### src/pkg/brw_map.svh
/*
  register offsets, field positions, reset values and widths of the
  burst rom wait controller. assumes inclusion by bare name only.
*/
`ifndef BRW_MAP_SVH
`define BRW_MAP_SVH
// ----------------------------------------------------------------
// register word offsets (avalon word addresses)
// ----------------------------------------------------------------
`define BRW_ADDR_W        4
`define BRW_CTRL_OFS      4'h0
`define BRW_STAT_OFS      4'h1
// ----------------------------------------------------------------
// wait control register fields
// ----------------------------------------------------------------
`define BRW_BW_MSB        17
`define BRW_BW_LSB        16
`define BRW_W_MSB         10
`define BRW_W_LSB         7
`define BRW_WM_BIT        6
`define BRW_CTRL_MASK     32'h0003_07C0
`define BRW_CTRL_RESET    32'h0000_0500
// ----------------------------------------------------------------
// wait counting
// ----------------------------------------------------------------
`define BRW_CNT_W         5
`define BRW_W_FIRST_RSVD  4'hD
`define BRW_W_RSVD_CLAMP  5'h18
`endif

### src/pkg/brw_pkg.sv
/*
  types and decode helpers of the burst rom wait controller.
  assumes brw_map.svh on the include path.
*/
`include "brw_map.svh"
package brw_pkg;
  // access sequencer states, one-hot
  typedef enum logic [3:0] {
    BRW_IDLE  = 4'b0001,
    BRW_FIRST = 4'b0010,
    BRW_BEAT  = 4'b0100,
    BRW_GAP   = 4'b1000
  } brw_state_t;

  typedef logic [`BRW_CNT_W-1:0] brw_cnt_t;

  // first-access wait code to cycle count; reserved codes clamp to the longest
  function automatic brw_cnt_t brw_first_wait(input logic [3:0] code);
    brw_cnt_t n;
    n = `BRW_W_RSVD_CLAMP;
    unique case (code)
      4'h7:    n = 5'h08;
      4'h8:    n = 5'h0A;
      4'h9:    n = 5'h0C;
      4'hA:    n = 5'h0E;
      4'hB:    n = 5'h12;
      4'hC:    n = 5'h18;
      4'hD, 4'hE, 4'hF: n = `BRW_W_RSVD_CLAMP;
      default: n = {1'b0, code};
    endcase
    return n;
  endfunction : brw_first_wait
endpackage : brw_pkg

### src/pkg/brw_wait_if.sv
/*
  carrier between the access sequencer and its wait counter.
  assumes both ends run on the same clk.
*/
`timescale 1ns/10ps
interface brw_wait_if;
  logic               ce;        // global clock enable
  logic               tick;      // one rom clock rising edge seen
  logic               load;      // reload the counter
  logic               hold;      // honoured external wait
  brw_pkg::brw_cnt_t  load_val;  // cycles to wait
  brw_pkg::brw_cnt_t  remain;    // cycles still to wait
  logic               done;      // wait over on this tick
  modport ctl (output ce, tick, load, hold, load_val, input remain, done);
  modport cnt (input ce, tick, load, hold, load_val, output remain, done);
endinterface : brw_wait_if

### src/rtl/brw_top.sv
/*
  wait control for a clock synchronous burst rom on area 0: register
  over avalon-mm, first-access and burst wait insertion, external wait.
  assumes rom clock, wait and data pins come from outside the clk domain.
*/
// Local design decisions: register access over Avalon-MM and the register offsets.
//
// Overview of operation
// - burst beats separated by 0 to 3 waits
// - first access waits 0-6,8,10,12,14,18,24
// - mask bit 0 honours wait pin, 1 ignores
// - mask applies even with zero first wait
// - reserved register bits read zero, written zero
`timescale 1ns/10ps
`include "brw_map.svh"
module brw_top #(
  parameter int DATA_W  = 16,  // rom data width
  parameter int LEN_W   = 4    // burst length width
) (
  // clock, reset, enable
  input  wire logic              clk,
  input  wire logic              arst_n,
  input  wire logic              ce,
  // avalon-mm slave
  input  wire logic [`BRW_ADDR_W-1:0] address,
  input  wire logic              read,
  input  wire logic              write,
  input  wire logic [3:0]        byteenable,
  input  wire logic [31:0]       writedata,
  output logic      [31:0]       readdata,
  output logic                   waitrequest,
  // access request side
  input  wire logic              acc_start,
  input  wire logic [LEN_W-1:0]  acc_len,
  output logic                   acc_busy,
  output logic                   acc_done,
  output logic                   beat_valid,
  output logic      [DATA_W-1:0] beat_data,
  // rom pins
  input  wire logic              rom_clk,
  input  wire logic              rom_wait_n,
  input  wire logic [DATA_W-1:0] rom_data,
  output logic                   rom_cs_n,
  output logic                   rom_oe_n
);
  // elaboration guard: status word holds 8 count bits, data lanes 32
  if (DATA_W < 1 || DATA_W > 32 || LEN_W < 1 || LEN_W > 8) begin : g_bad_param
    $error("brw_top: unsupported DATA_W or LEN_W");
  end

  // ----------------------------------------------------------------
  // pin synchronisers
  // ----------------------------------------------------------------
  logic              clk_s1, clk_s2, clk_s3;  // rom clock samples
  logic              wait_s1, wait_s2;        // wait pin, active low
  logic [DATA_W-1:0] dat_s1, dat_s2;          // rom data

  // two flops per pin; the third clock flop only finds the edge
  always_ff @(posedge clk or negedge arst_n) begin
    if (!arst_n) begin
      {clk_s1, clk_s2, clk_s3} <= 3'h0;
      {wait_s1, wait_s2}       <= 2'h3;
      dat_s1 <= '0;
      dat_s2 <= '0;
    end else if (ce) begin
      {clk_s1, clk_s2, clk_s3} <= {rom_clk, clk_s1, clk_s2};
      {wait_s1, wait_s2}       <= {rom_wait_n, wait_s1};
      dat_s1 <= rom_data;
      dat_s2 <= dat_s1;
    end
  end

  // ----------------------------------------------------------------
  // wait control register
  // ----------------------------------------------------------------
  logic [1:0] bw_code;   // burst wait field
  logic [3:0] w_code;    // first-access wait field
  logic       ext_wait_mask;

  wire        sel_ctrl = (address == `BRW_CTRL_OFS);
  wire        sel_stat = (address == `BRW_STAT_OFS);
  wire        wr_take  = ce && write && !waitrequest && sel_ctrl;
  wire [31:0] ctrl_val = {14'h0, bw_code, 5'h00, w_code, ext_wait_mask, 6'h00};
  wire        w_rsvd   = (w_code >= `BRW_W_FIRST_RSVD);

  // byte lane 2 carries the burst field, lanes 0 and 1 the rest
  always_ff @(posedge clk or negedge arst_n) begin
    if (!arst_n) begin
      bw_code       <= 2'h0;
      w_code        <= 4'hA;
      ext_wait_mask <= 1'b0;
    end else if (wr_take) begin
      if (byteenable[2]) bw_code <= writedata[`BRW_BW_MSB:`BRW_BW_LSB];
      if (byteenable[1]) w_code[3:1] <= writedata[`BRW_W_MSB:`BRW_W_LSB+1];
      if (byteenable[0]) begin
        w_code[0]     <= writedata[`BRW_W_LSB];
        ext_wait_mask <= writedata[`BRW_WM_BIT];
      end
    end
  end

  // ----------------------------------------------------------------
  // access sequencer
  // ----------------------------------------------------------------
  brw_pkg::brw_state_t state, next_state;
  logic [LEN_W-1:0]    beats_left;  // beats still to capture
  brw_wait_if          wif ();

  wire tick      = ce && clk_s2 && !clk_s3;          // rom clock rising edge
  wire honour    = !ext_wait_mask && !wait_s2;
  wire last_beat = (beats_left <= LEN_W'(1));
  wire start_ok  = acc_start && (acc_len != '0) && (state == brw_pkg::BRW_IDLE);
  wire beat_take = (state == brw_pkg::BRW_BEAT) && tick;
  wire gap_go    = beat_take && !last_beat && (bw_code != 2'h0);

  assign wif.ce       = ce;
  assign wif.tick     = tick;
  assign wif.hold     = honour;
  assign wif.load     = start_ok || gap_go;
  assign wif.load_val = start_ok ? brw_pkg::brw_first_wait(w_code)
                                 : {3'h0, bw_code} - 5'h01;

  brw_waitgen u_wait (
    .clk    (clk),
    .arst_n (arst_n),
    .w      (wif)
  );

  // next state; a zero burst wait keeps streaming beats
  always_comb begin
    next_state = state;
    unique case (state)
      brw_pkg::BRW_IDLE:  if (start_ok) next_state = brw_pkg::BRW_FIRST;
      brw_pkg::BRW_FIRST: if (wif.done) next_state = brw_pkg::BRW_BEAT;
      brw_pkg::BRW_GAP:   if (wif.done) next_state = brw_pkg::BRW_BEAT;
      brw_pkg::BRW_BEAT: begin
        if (beat_take && last_beat) next_state = brw_pkg::BRW_IDLE;
        else if (gap_go)            next_state = brw_pkg::BRW_GAP;
      end
      default:                      next_state = brw_pkg::BRW_IDLE;
    endcase
  end

  // state and beat bookkeeping
  always_ff @(posedge clk or negedge arst_n) begin
    if (!arst_n) begin
      state      <= brw_pkg::BRW_IDLE;
      beats_left <= '0;
    end else if (ce) begin
      state <= next_state;
      if (start_ok)       beats_left <= acc_len;
      else if (beat_take) beats_left <= beats_left - LEN_W'(1);
    end
  end

  // pins and user outputs, all registered
  always_ff @(posedge clk or negedge arst_n) begin
    if (!arst_n) begin
      rom_cs_n   <= 1'b1;
      rom_oe_n   <= 1'b1;
      acc_busy   <= 1'b0;
      acc_done   <= 1'b0;
      beat_valid <= 1'b0;
      beat_data  <= '0;
    end else if (ce) begin
      rom_cs_n   <= (next_state == brw_pkg::BRW_IDLE);
      rom_oe_n   <= (next_state == brw_pkg::BRW_IDLE);
      acc_busy   <= (next_state != brw_pkg::BRW_IDLE);
      acc_done   <= beat_take && last_beat;
      beat_valid <= beat_take;
      if (beat_take) beat_data <= dat_s2;
    end
  end

  // ----------------------------------------------------------------
  // avalon slave: one wait state on every access
  // ----------------------------------------------------------------
  // status: state, remaining beats, unmasked wait pin seen, reserved code stored
  wire [31:0] stat_val = {16'h0, 8'(beats_left), 2'h0, w_rsvd, honour, state};
  wire [31:0] rd_mux   = sel_ctrl ? ctrl_val : (sel_stat ? stat_val : 32'h0);

  // unmapped words read zero and swallow writes
  always_ff @(posedge clk or negedge arst_n) begin
    if (!arst_n) begin
      waitrequest <= 1'b1;
      readdata    <= 32'h0;
    end else if (ce) begin
      waitrequest <= !((read || write) && waitrequest);
      if (read && waitrequest) readdata <= rd_mux;
    end
  end

  // ----------------------------------------------------------------
  // checks
  // ----------------------------------------------------------------
  first_load_a: assert property (@(posedge clk) disable iff (!arst_n)
    ce && start_ok |=> wif.remain == brw_pkg::brw_first_wait($past(w_code)))
    else $error("first access wait count wrong");
  gap_load_a: assert property (@(posedge clk) disable iff (!arst_n)
    ce && gap_go |=> state == brw_pkg::BRW_GAP && wif.remain == {3'h0, $past(bw_code)} - 5'h01)
    else $error("burst wait count wrong");
  zero_gap_a: assert property (@(posedge clk) disable iff (!arst_n)
    ce && beat_take && !last_beat && bw_code == 2'h0 |=> state == brw_pkg::BRW_BEAT)
    else $error("zero burst wait inserted a cycle");
  mask_ignores_a: assert property (@(posedge clk) disable iff (!arst_n)
    ce && ext_wait_mask && state == brw_pkg::BRW_FIRST && tick && wif.remain == '0
    |=> state == brw_pkg::BRW_BEAT) else $error("masked wait pin stretched access");
  wait_holds_a: assert property (@(posedge clk) disable iff (!arst_n)
    ce && !ext_wait_mask && !wait_s2 && state == brw_pkg::BRW_FIRST
    |=> state == brw_pkg::BRW_FIRST) else $error("honoured wait did not hold access");
  rsvd_zero_a: assert property (@(posedge clk) disable iff (!arst_n)
    read && !waitrequest && sel_ctrl |-> (readdata & ~`BRW_CTRL_MASK) == 32'h0)
    else $error("reserved bits read nonzero");
  bus_answer_a: assert property (@(posedge clk) disable iff (!arst_n)
    ce && (read || write) && waitrequest |=> !waitrequest)
    else $error("bus answer not within one cycle");
  burst_done_c: cover property (@(posedge clk) disable iff (!arst_n)
    start_ok && acc_len > LEN_W'(2) ##[1:400] acc_done);
  held_zero_wait_c: cover property (@(posedge clk) disable iff (!arst_n)
    state == brw_pkg::BRW_FIRST && w_code == 4'h0 && honour);
  rsvd_code_c: cover property (@(posedge clk) disable iff (!arst_n) w_rsvd);
endmodule : brw_top

### src/rtl/brw_waitgen.sv
/*
  wait cycle counter: loads a count, steps down once per rom clock
  edge and reports done when empty and not held by the wait pin.
  assumes tick and hold already synchronised to clk.
*/
`timescale 1ns/10ps
module brw_waitgen (
  // clock and reset
  input  wire logic clk,
  input  wire logic arst_n,
  // sequencer side
  brw_wait_if.cnt   w
);
  brw_pkg::brw_cnt_t remain;  // cycles left

  // ----------------------------------------------------------------
  // decode
  // ----------------------------------------------------------------
  wire empty = (remain == '0);
  assign w.remain = remain;
  // a held pin stretches the cycle only after the count ran out
  assign w.done   = w.tick && empty && !w.hold && !w.load;

  // counter, steps only on rom clock edges
  always_ff @(posedge clk or negedge arst_n) begin
    if (!arst_n) begin
      remain <= '0;
    end else if (w.ce) begin
      if (w.load) begin
        remain <= w.load_val;
      end else if (w.tick && !empty) begin
        remain <= remain - 5'h01;
      end
    end
  end

  // ----------------------------------------------------------------
  // checks
  // ----------------------------------------------------------------
  // a held empty counter must not wrap while the pin stretches the cycle
  hold_keeps_empty_a: assert property (@(posedge clk) disable iff (!arst_n)
    w.ce && w.hold && empty && !w.load |=> remain == '0)
    else $error("held wait counter left zero");
  count_steps_a: assert property (@(posedge clk) disable iff (!arst_n)
    w.ce && w.tick && !w.load && !empty |=> remain == $past(remain) - 5'h01)
    else $error("wait counter did not step on tick");
  held_zero_c: cover property (@(posedge clk) disable iff (!arst_n)
    w.tick && empty && w.hold ##[1:1000] w.done);
endmodule : brw_waitgen

### config.mk
export PLATFORM = sky130hd
export DESIGN_NAME = brw_top
export DESIGN_NICKNAME = d
export VERILOG_FILES = /design/src/pkg/brw_pkg.sv /design/src/pkg/brw_wait_if.sv /design/src/rtl/brw_top.sv /design/src/rtl/brw_waitgen.sv
export VERILOG_INCLUDE_DIRS = /design/src /design/src/pkg
export SDC_FILE = /design/constraint.sdc
export NUM_CORES = 1
export LEC_CHECK = 0
export ABC_CLOCK_PERIOD_IN_PS = 7100
export BUFFER_PORTS_ARGS = -buffer_cell sky130_fd_sc_hd__buf_4
export CAP_MARGIN = 5
export CELL_PAD_IN_SITES_DETAIL_PLACEMENT = 0
export CELL_PAD_IN_SITES_GLOBAL_PLACEMENT = 2
export CORE_MARGIN = 1.5
export CORE_UTILIZATION = 36
export CTS_BUF_LIST = sky130_fd_sc_hd__clkbuf_4 sky130_fd_sc_hd__clkbuf_8
export CTS_CLUSTER_DIAMETER = 40
export DETAILED_ROUTE_END_ITERATION = 10
export HOLD_SLACK_MARGIN = 0.1
export PLACE_DENSITY_LB_ADDON = 0.1
export SLEW_MARGIN = 0
export SYNTH_ARGS = -nofsm -noshare
export SYNTH_HDL_FRONTEND = slang
export SYNTH_HIERARCHICAL = 1
export SYNTH_SLANG_ARGS = --single-unit
### constraint.sdc
create_clock -name clk -period 7.1 [get_ports clk]
set_clock_uncertainty 0.1 [all_clocks]
set_input_delay 1.42 -clock clk [delete_from_list [all_inputs] [get_ports clk]]
set_output_delay 1.42 -clock clk [all_outputs]
set_load 0.01 [all_outputs]
Yosys cells after proc, flatten, opt, wreduce, memory -nomap -nowiden
Cells that the tools add are included.
- bits of input ports: 68
- bits in registers: 110
- logic and storage cells: 99
- output and inout port bits: 54
- equality and inequality tests: 16
- reduce and logical (&&, ||, !) cells: 44
- multiplexer cells: 13
- add/sub/neg operators: 3
- magnitude comparators: 2
- operator list (operator ; number):
    $eq 4x4->1 const B ; 9
    $pmux 5 s6 ; 1
    $mux 4 ; 6
    $logic_and 1x1->1 ; 18
    $mux 18 ; 1
    $mux 5 ; 3
    $reduce_and 2->1 ; 7
    $eq 4x1->1 const B ; 3
    $mux 12 ; 1
    $pmux 4 s3 ; 1
    $logic_not 1->1 ; 9
    $eq 4x3->1 const B ; 2
    $reduce_bool 2->1 ; 3
    $logic_not 5->1 ; 1
    $sub 5x1->5 const B ; 1
    $eq 4x2->1 const B ; 1
    $ge 4x4->1 const B ; 1
    $le 4x1->1 const B ; 1
    $logic_not 4->1 ; 1
    $ne 4x1->1 const B ; 1
    $reduce_bool 4->1 ; 1
    $reduce_or 4->1 ; 1
    $sub 4x1->4 const B ; 1
    $sub 2x1->3 const B ; 1
    other kinds (2) ; 3

Depth between registers and ports, before layout
- word-level depth: 11
- mapped depth: 11
- gate-level depth less buffers: 10

Cells and area by module
The synthesis kept the hierarchy.
- by module, submodules not included (module ; seq. area each (µm²) ; area each (µm²) ; times used ; cells each):
    brw_top ; 2185.8 ; 3837.4 ; 1 ; 337
    brw_waitgen ; 125.1 ; 344.1 ; 1 ; 37

Worst setup path after synthesis
OpenSTA, ideal clock, no wires.
- path type: in2reg
- from: input port ce
- to: register state[3]
- stages: 11
- arrival: 3463 ps
- data required time: 6905 ps
- slack: 3441 ps
- path buffers: 3
- setup time: 95 ps
- cells stage by stage: buf_2 -> and3b_1 -> nand2_1 -> buf_2 -> o31ai_1 -> clkbuf_1 -> nor4b_1 -> or3_1 -> o21ai_0 -> nand2_1 -> o31ai_1
- cells in the longest elaborated chain, start to end: 10
- elaborated cells between the ends (all ways): 15
- classes of those cells: mux (4); reduce/logical (11)
- ends and longest elaborated chain (element ; RTL line ; text):
    start: declaration ; brw_top.sv:23 ; input wire logic ce,
    $logic_and 1x1->1 (2 in a row) ; brw_top.sv:109 ; wire tick = ce && clk_s2 && !clk_s3;
    net tick ; brw_top.sv:109 ;
    $logic_and 1x1->1 ; brw_top.sv:113 ; wire beat_take = (state == brw_pkg::BRW_BEAT) && tick;
    $logic_and 1x1->1 (2 in a row) ; brw_top.sv:114 ; wire gap_go = beat_take && !last_beat && (bw_code != 2'h0);
    $logic_or 1x1->1 ; brw_top.sv:119 ; assign wif.load = start_ok || gap_go;
    net wif.load ; brw_wait_if.sv:9 ; logic load;
    $logic_not 1->1 ; brw_waitgen.sv:22 ; assign w.done = w.tick && empty && !w.hold && !w.load;
    $logic_and 1x1->1 ; brw_waitgen.sv:22 ;
    net wif.done ; brw_wait_if.sv:13 ; logic done;
    $mux 4 ; brw_top.sv:134, brw_top.sv:135 ;
    $pmux 4 s3 ; brw_top.sv:132 ; unique case (state)
    end signal: assignment ; brw_top.sv:147 ; state <= brw_pkg::BRW_IDLE;
    end signal: assignment ; brw_top.sv:150 ; state <= next_state;
    end: declaration ; brw_top.sv:105 ; brw_pkg::brw_state_t state, next_state;
The timed path passes the listed nets, and every way through them passes these cells.
A chain may end at the register's enable or synchronous reset.

Worst setup path after layout
- from: input port ce
- to: register state[1]
The elaborated chain is that of the path after synthesis.

==> flow_summary.ini <==
[die]
core_area_sq_um = 11400
fp.dieW_microns = 111
die_height_microns = 111
die_area_sq_um = 12300
io-pin-count = 122
start_util = 0.368
row_count = 39

[cts]
post_cts_buffers = 0
cts_hold_buf = 0
cts_resized = 0
cts_buffers = 9
clockBufferDepth = 2
path_clk_slew_ns = 0.09
htreeDepth = 3
clk_latency_ns = 0.37
root_buffer = clkbuf_8
cts.sinks = 92
tritoncts = done

[cells_and_area]
fin_nets = 516
fillers = 1096
n_antenna_cell = 0
drive_gt1_frac = 0.350
area.growth.synth_to_final_pct = 19.1

[critical_path]
cp_cell_sequence = buf_4 -> and3b_1 -> nand2_1 -> o31ai_1 -> buf_4 -> nor4b_1 -> or3_1 -> o21ai_0 -> nand2_1 -> nand2_1
regToRegSetupSlack_ns = 4.12
arrival_ns = 3.85
reg2reg_from = state[1]$_DFFE_PN0P_
max_stage_delay_ns = 0.55
crit_path_frequent_cell = nand2_1
critPathKind = input port to flop
critPathSlowestCell = nand2_1
worst_setup_path_end_kind = flop
worstPathMaxFanout = 20
startpoint_type = input port
startpoint = ce
critPathRequiredTime_ns = 7.32

[timing]
slew_viol_final = 0
relSlewSlack = 0.311
period_needed_ns = 3.63
period_share = 0.512
rsz0062_at_grt = false
tns_ns = 0
setup_viol = 0
finalHoldViolations = 0
clock.fmax_mhz = 275
worst_pin_slew_ns = 1.03

[pwr]
leakage_nw = 2.35
peakVddDrop_mv = 0.167
power.density_nw_per_um2 = 280
clock_power_share = 0.235
p_sw_mw = 0.445
pwr-share-seq = 0.515
p_comb_frac = 0.250
finalPower_mw = 1.39
intPower_mw = 0.950
swShare = 0.319

[worst_hold_path]
hold_class = flop to flop
min_from = dat_s2[10]$_DFFE_PN0P_

[drt]
viasPerCell = 4.90
topRoutingLayerUsed = met4
avgRoutedWirePerCell_microns = 14.8
wl_mm = 8.79
ant_nets = 0
drt_iter0_markers = 126
dr_wl_met2_mm = 4.20
vias = 2903
met3_wirelength_microns = 483
wl_met1_mm = 4.01
dr.pass1.iters = 4
route.detailed.drc = 0

[global_route]
grt_overflow_total = 0
grt_max_degree = 63
track_usage = 0.153
grt_pass1_vias = 2864
antenna_found_initial = 0
grt_first_pass_wirelength_mm = 14.8

[synth]
synth-edff-count = 0
synth_top_cells_by_count = 85 x dfrtp_1, 75 x nand2_1, 44 x mux2_2
synth_cell_types = 57
synth_flop_cell = dfrtp_1
ys_ff_latch = 92
synth_area_leaders = dfrtp_1 51%, mux2_2 12%, nand2_1 6.7%
synthArstFlopShare = 1.00
yosys_warnings = 6
synth_cells = 374
netlist_area_sq_um = 4180
yosys.area.top_type_share = 0.509
yosysMostFrequentCell = dfrtp_1
synth_top_area_cell = dfrtp_1
synth-seq-area-share = 0.553
syn_area_per_cell_sq_um = 11.2

[placed_design]
place_congestion = 0.762
dp.final_hpwl_mm = 6.02
portBuffers = 77

[status]
status = finished clean

[job]
max_cap_violations = 0
[layout make-up]
| class | count | area (sq um) | share of cell area |
|---|---|---|---|
| sequential | 92 | 2310 | 0.464 |
| multi-input combinational | 249 | 1660 | 0.334 |
| timing repair buffer | 81 | 608 | 0.122 |
| tap | 143 | 179 | 0.0359 |
| clock buffer | 10 | 131 | 0.0264 |
| clock inverter | 6 | 47.5 | 0.00955 |
| inverter | 11 | 41.3 | 0.00829 |
[final timing paths]
path	end	depth (start not counted)
max in group asynchronous	beat_data[9]$_DFFE_PN0P_	2
setup reg to reg	state[1]$_DFFE_PN0P_	9
setup / recovery	state[1]$_DFFE_PN0P_	10
hold reg to reg	beat_data[10]$_DFFE_PN0P_	2
hold / removal	beat_data[10]$_DFFE_PN0P_	2
min in group asynchronous	readdata[7]$_DFFE_PN0P_	1
[worst max-delay path: cells and delay by family]
kind / cells / cell delay (ns)
AND/OR/NAND/NOR: 6 / 1.49
AO/OA/AOI/OAI: 2 / 0.61
buffers and inverters: 2 / 0.32
[power groups by stage]
stage | clock (mW) | combinational [mW] | sequential, mW
after floorplan | 0 | 0.196 | 0.729
after global placement | 0 | 0.352 | 0.728
after detailed placement | 0 | 0.355 | 0.730
after CTS | 0.348 | 0.356 | 0.721
after global routing | 0.366 | 0.390 | 0.736
final | 0.328 | 0.348 | 0.718
[registers in the layout, summed over array words and instances, names as in the netlist, 2 cells and up]
name             flops
beat_data           16
beats_left           4
bw_code              2
dat_s1              16
dat_s2              16
readdata            14
state                4
u_wait/w.remain      5
w_code               4
[layer usage]
metal | global-route usage | vias to the layer above
met1 | 0.201 | 1428
met3 | 0.0634 | 6
met2 | 0.234 | 60
met5 | 0 | -
met4 | 0.0436 | 0
li1 | - | 1409
[cell families (layout without fill, tap and decap cells)]
kind of cell | Yosys count | after routing | synth area share
compound gates | 65 | 65 | 0.115
buf+inv | 50 | 108 | 0.0655
fa+ha+maj | 4 | 4 | 0.0120
other cells | 1 | 18 | 0.000897
flops | 92 | 92 | 0.553
xor+xnor | 1 | 1 | 0.00209
mux | 45 | 45 | 0.121
simple gates | 116 | 116 | 0.131
[layout by cell type (no fill, tap or decap), types with 8 or more instances in the layout]
cell type	count
nand2_1	75
inv_1	10
nor3_1	8
o21ai_0	12
nor2_1	12
dfrtp_1	85
mux2_2	44
conb_1	18
a21oi_1	9
buf_4	81
clkbuf_8	9
[stage by stage]
| stage | hold slack [ns] | setup WS (ns) | util | instance area, sq um | std cells |
|---|---|---|---|---|---|
| after floorplan | 0.335 | 3.44 | - | 4250 | 391 |
| after global placement | 0.344 | 3.01 | 0.422 | 4800 | 576 |
| after detailed placement | 0.348 | 2.98 | 0.422 | 4800 | 576 |
| after CTS | 0.373 | 3.39 | 0.438 | 4980 | 592 |
| after global routing | 0.388 | 3.17 | 0.438 | 4980 | 592 |
| final | 0.365 | 3.47 | 0.438 | 4980 | 592 |
No activity file was read; power rests on OpenSTA's default activity.
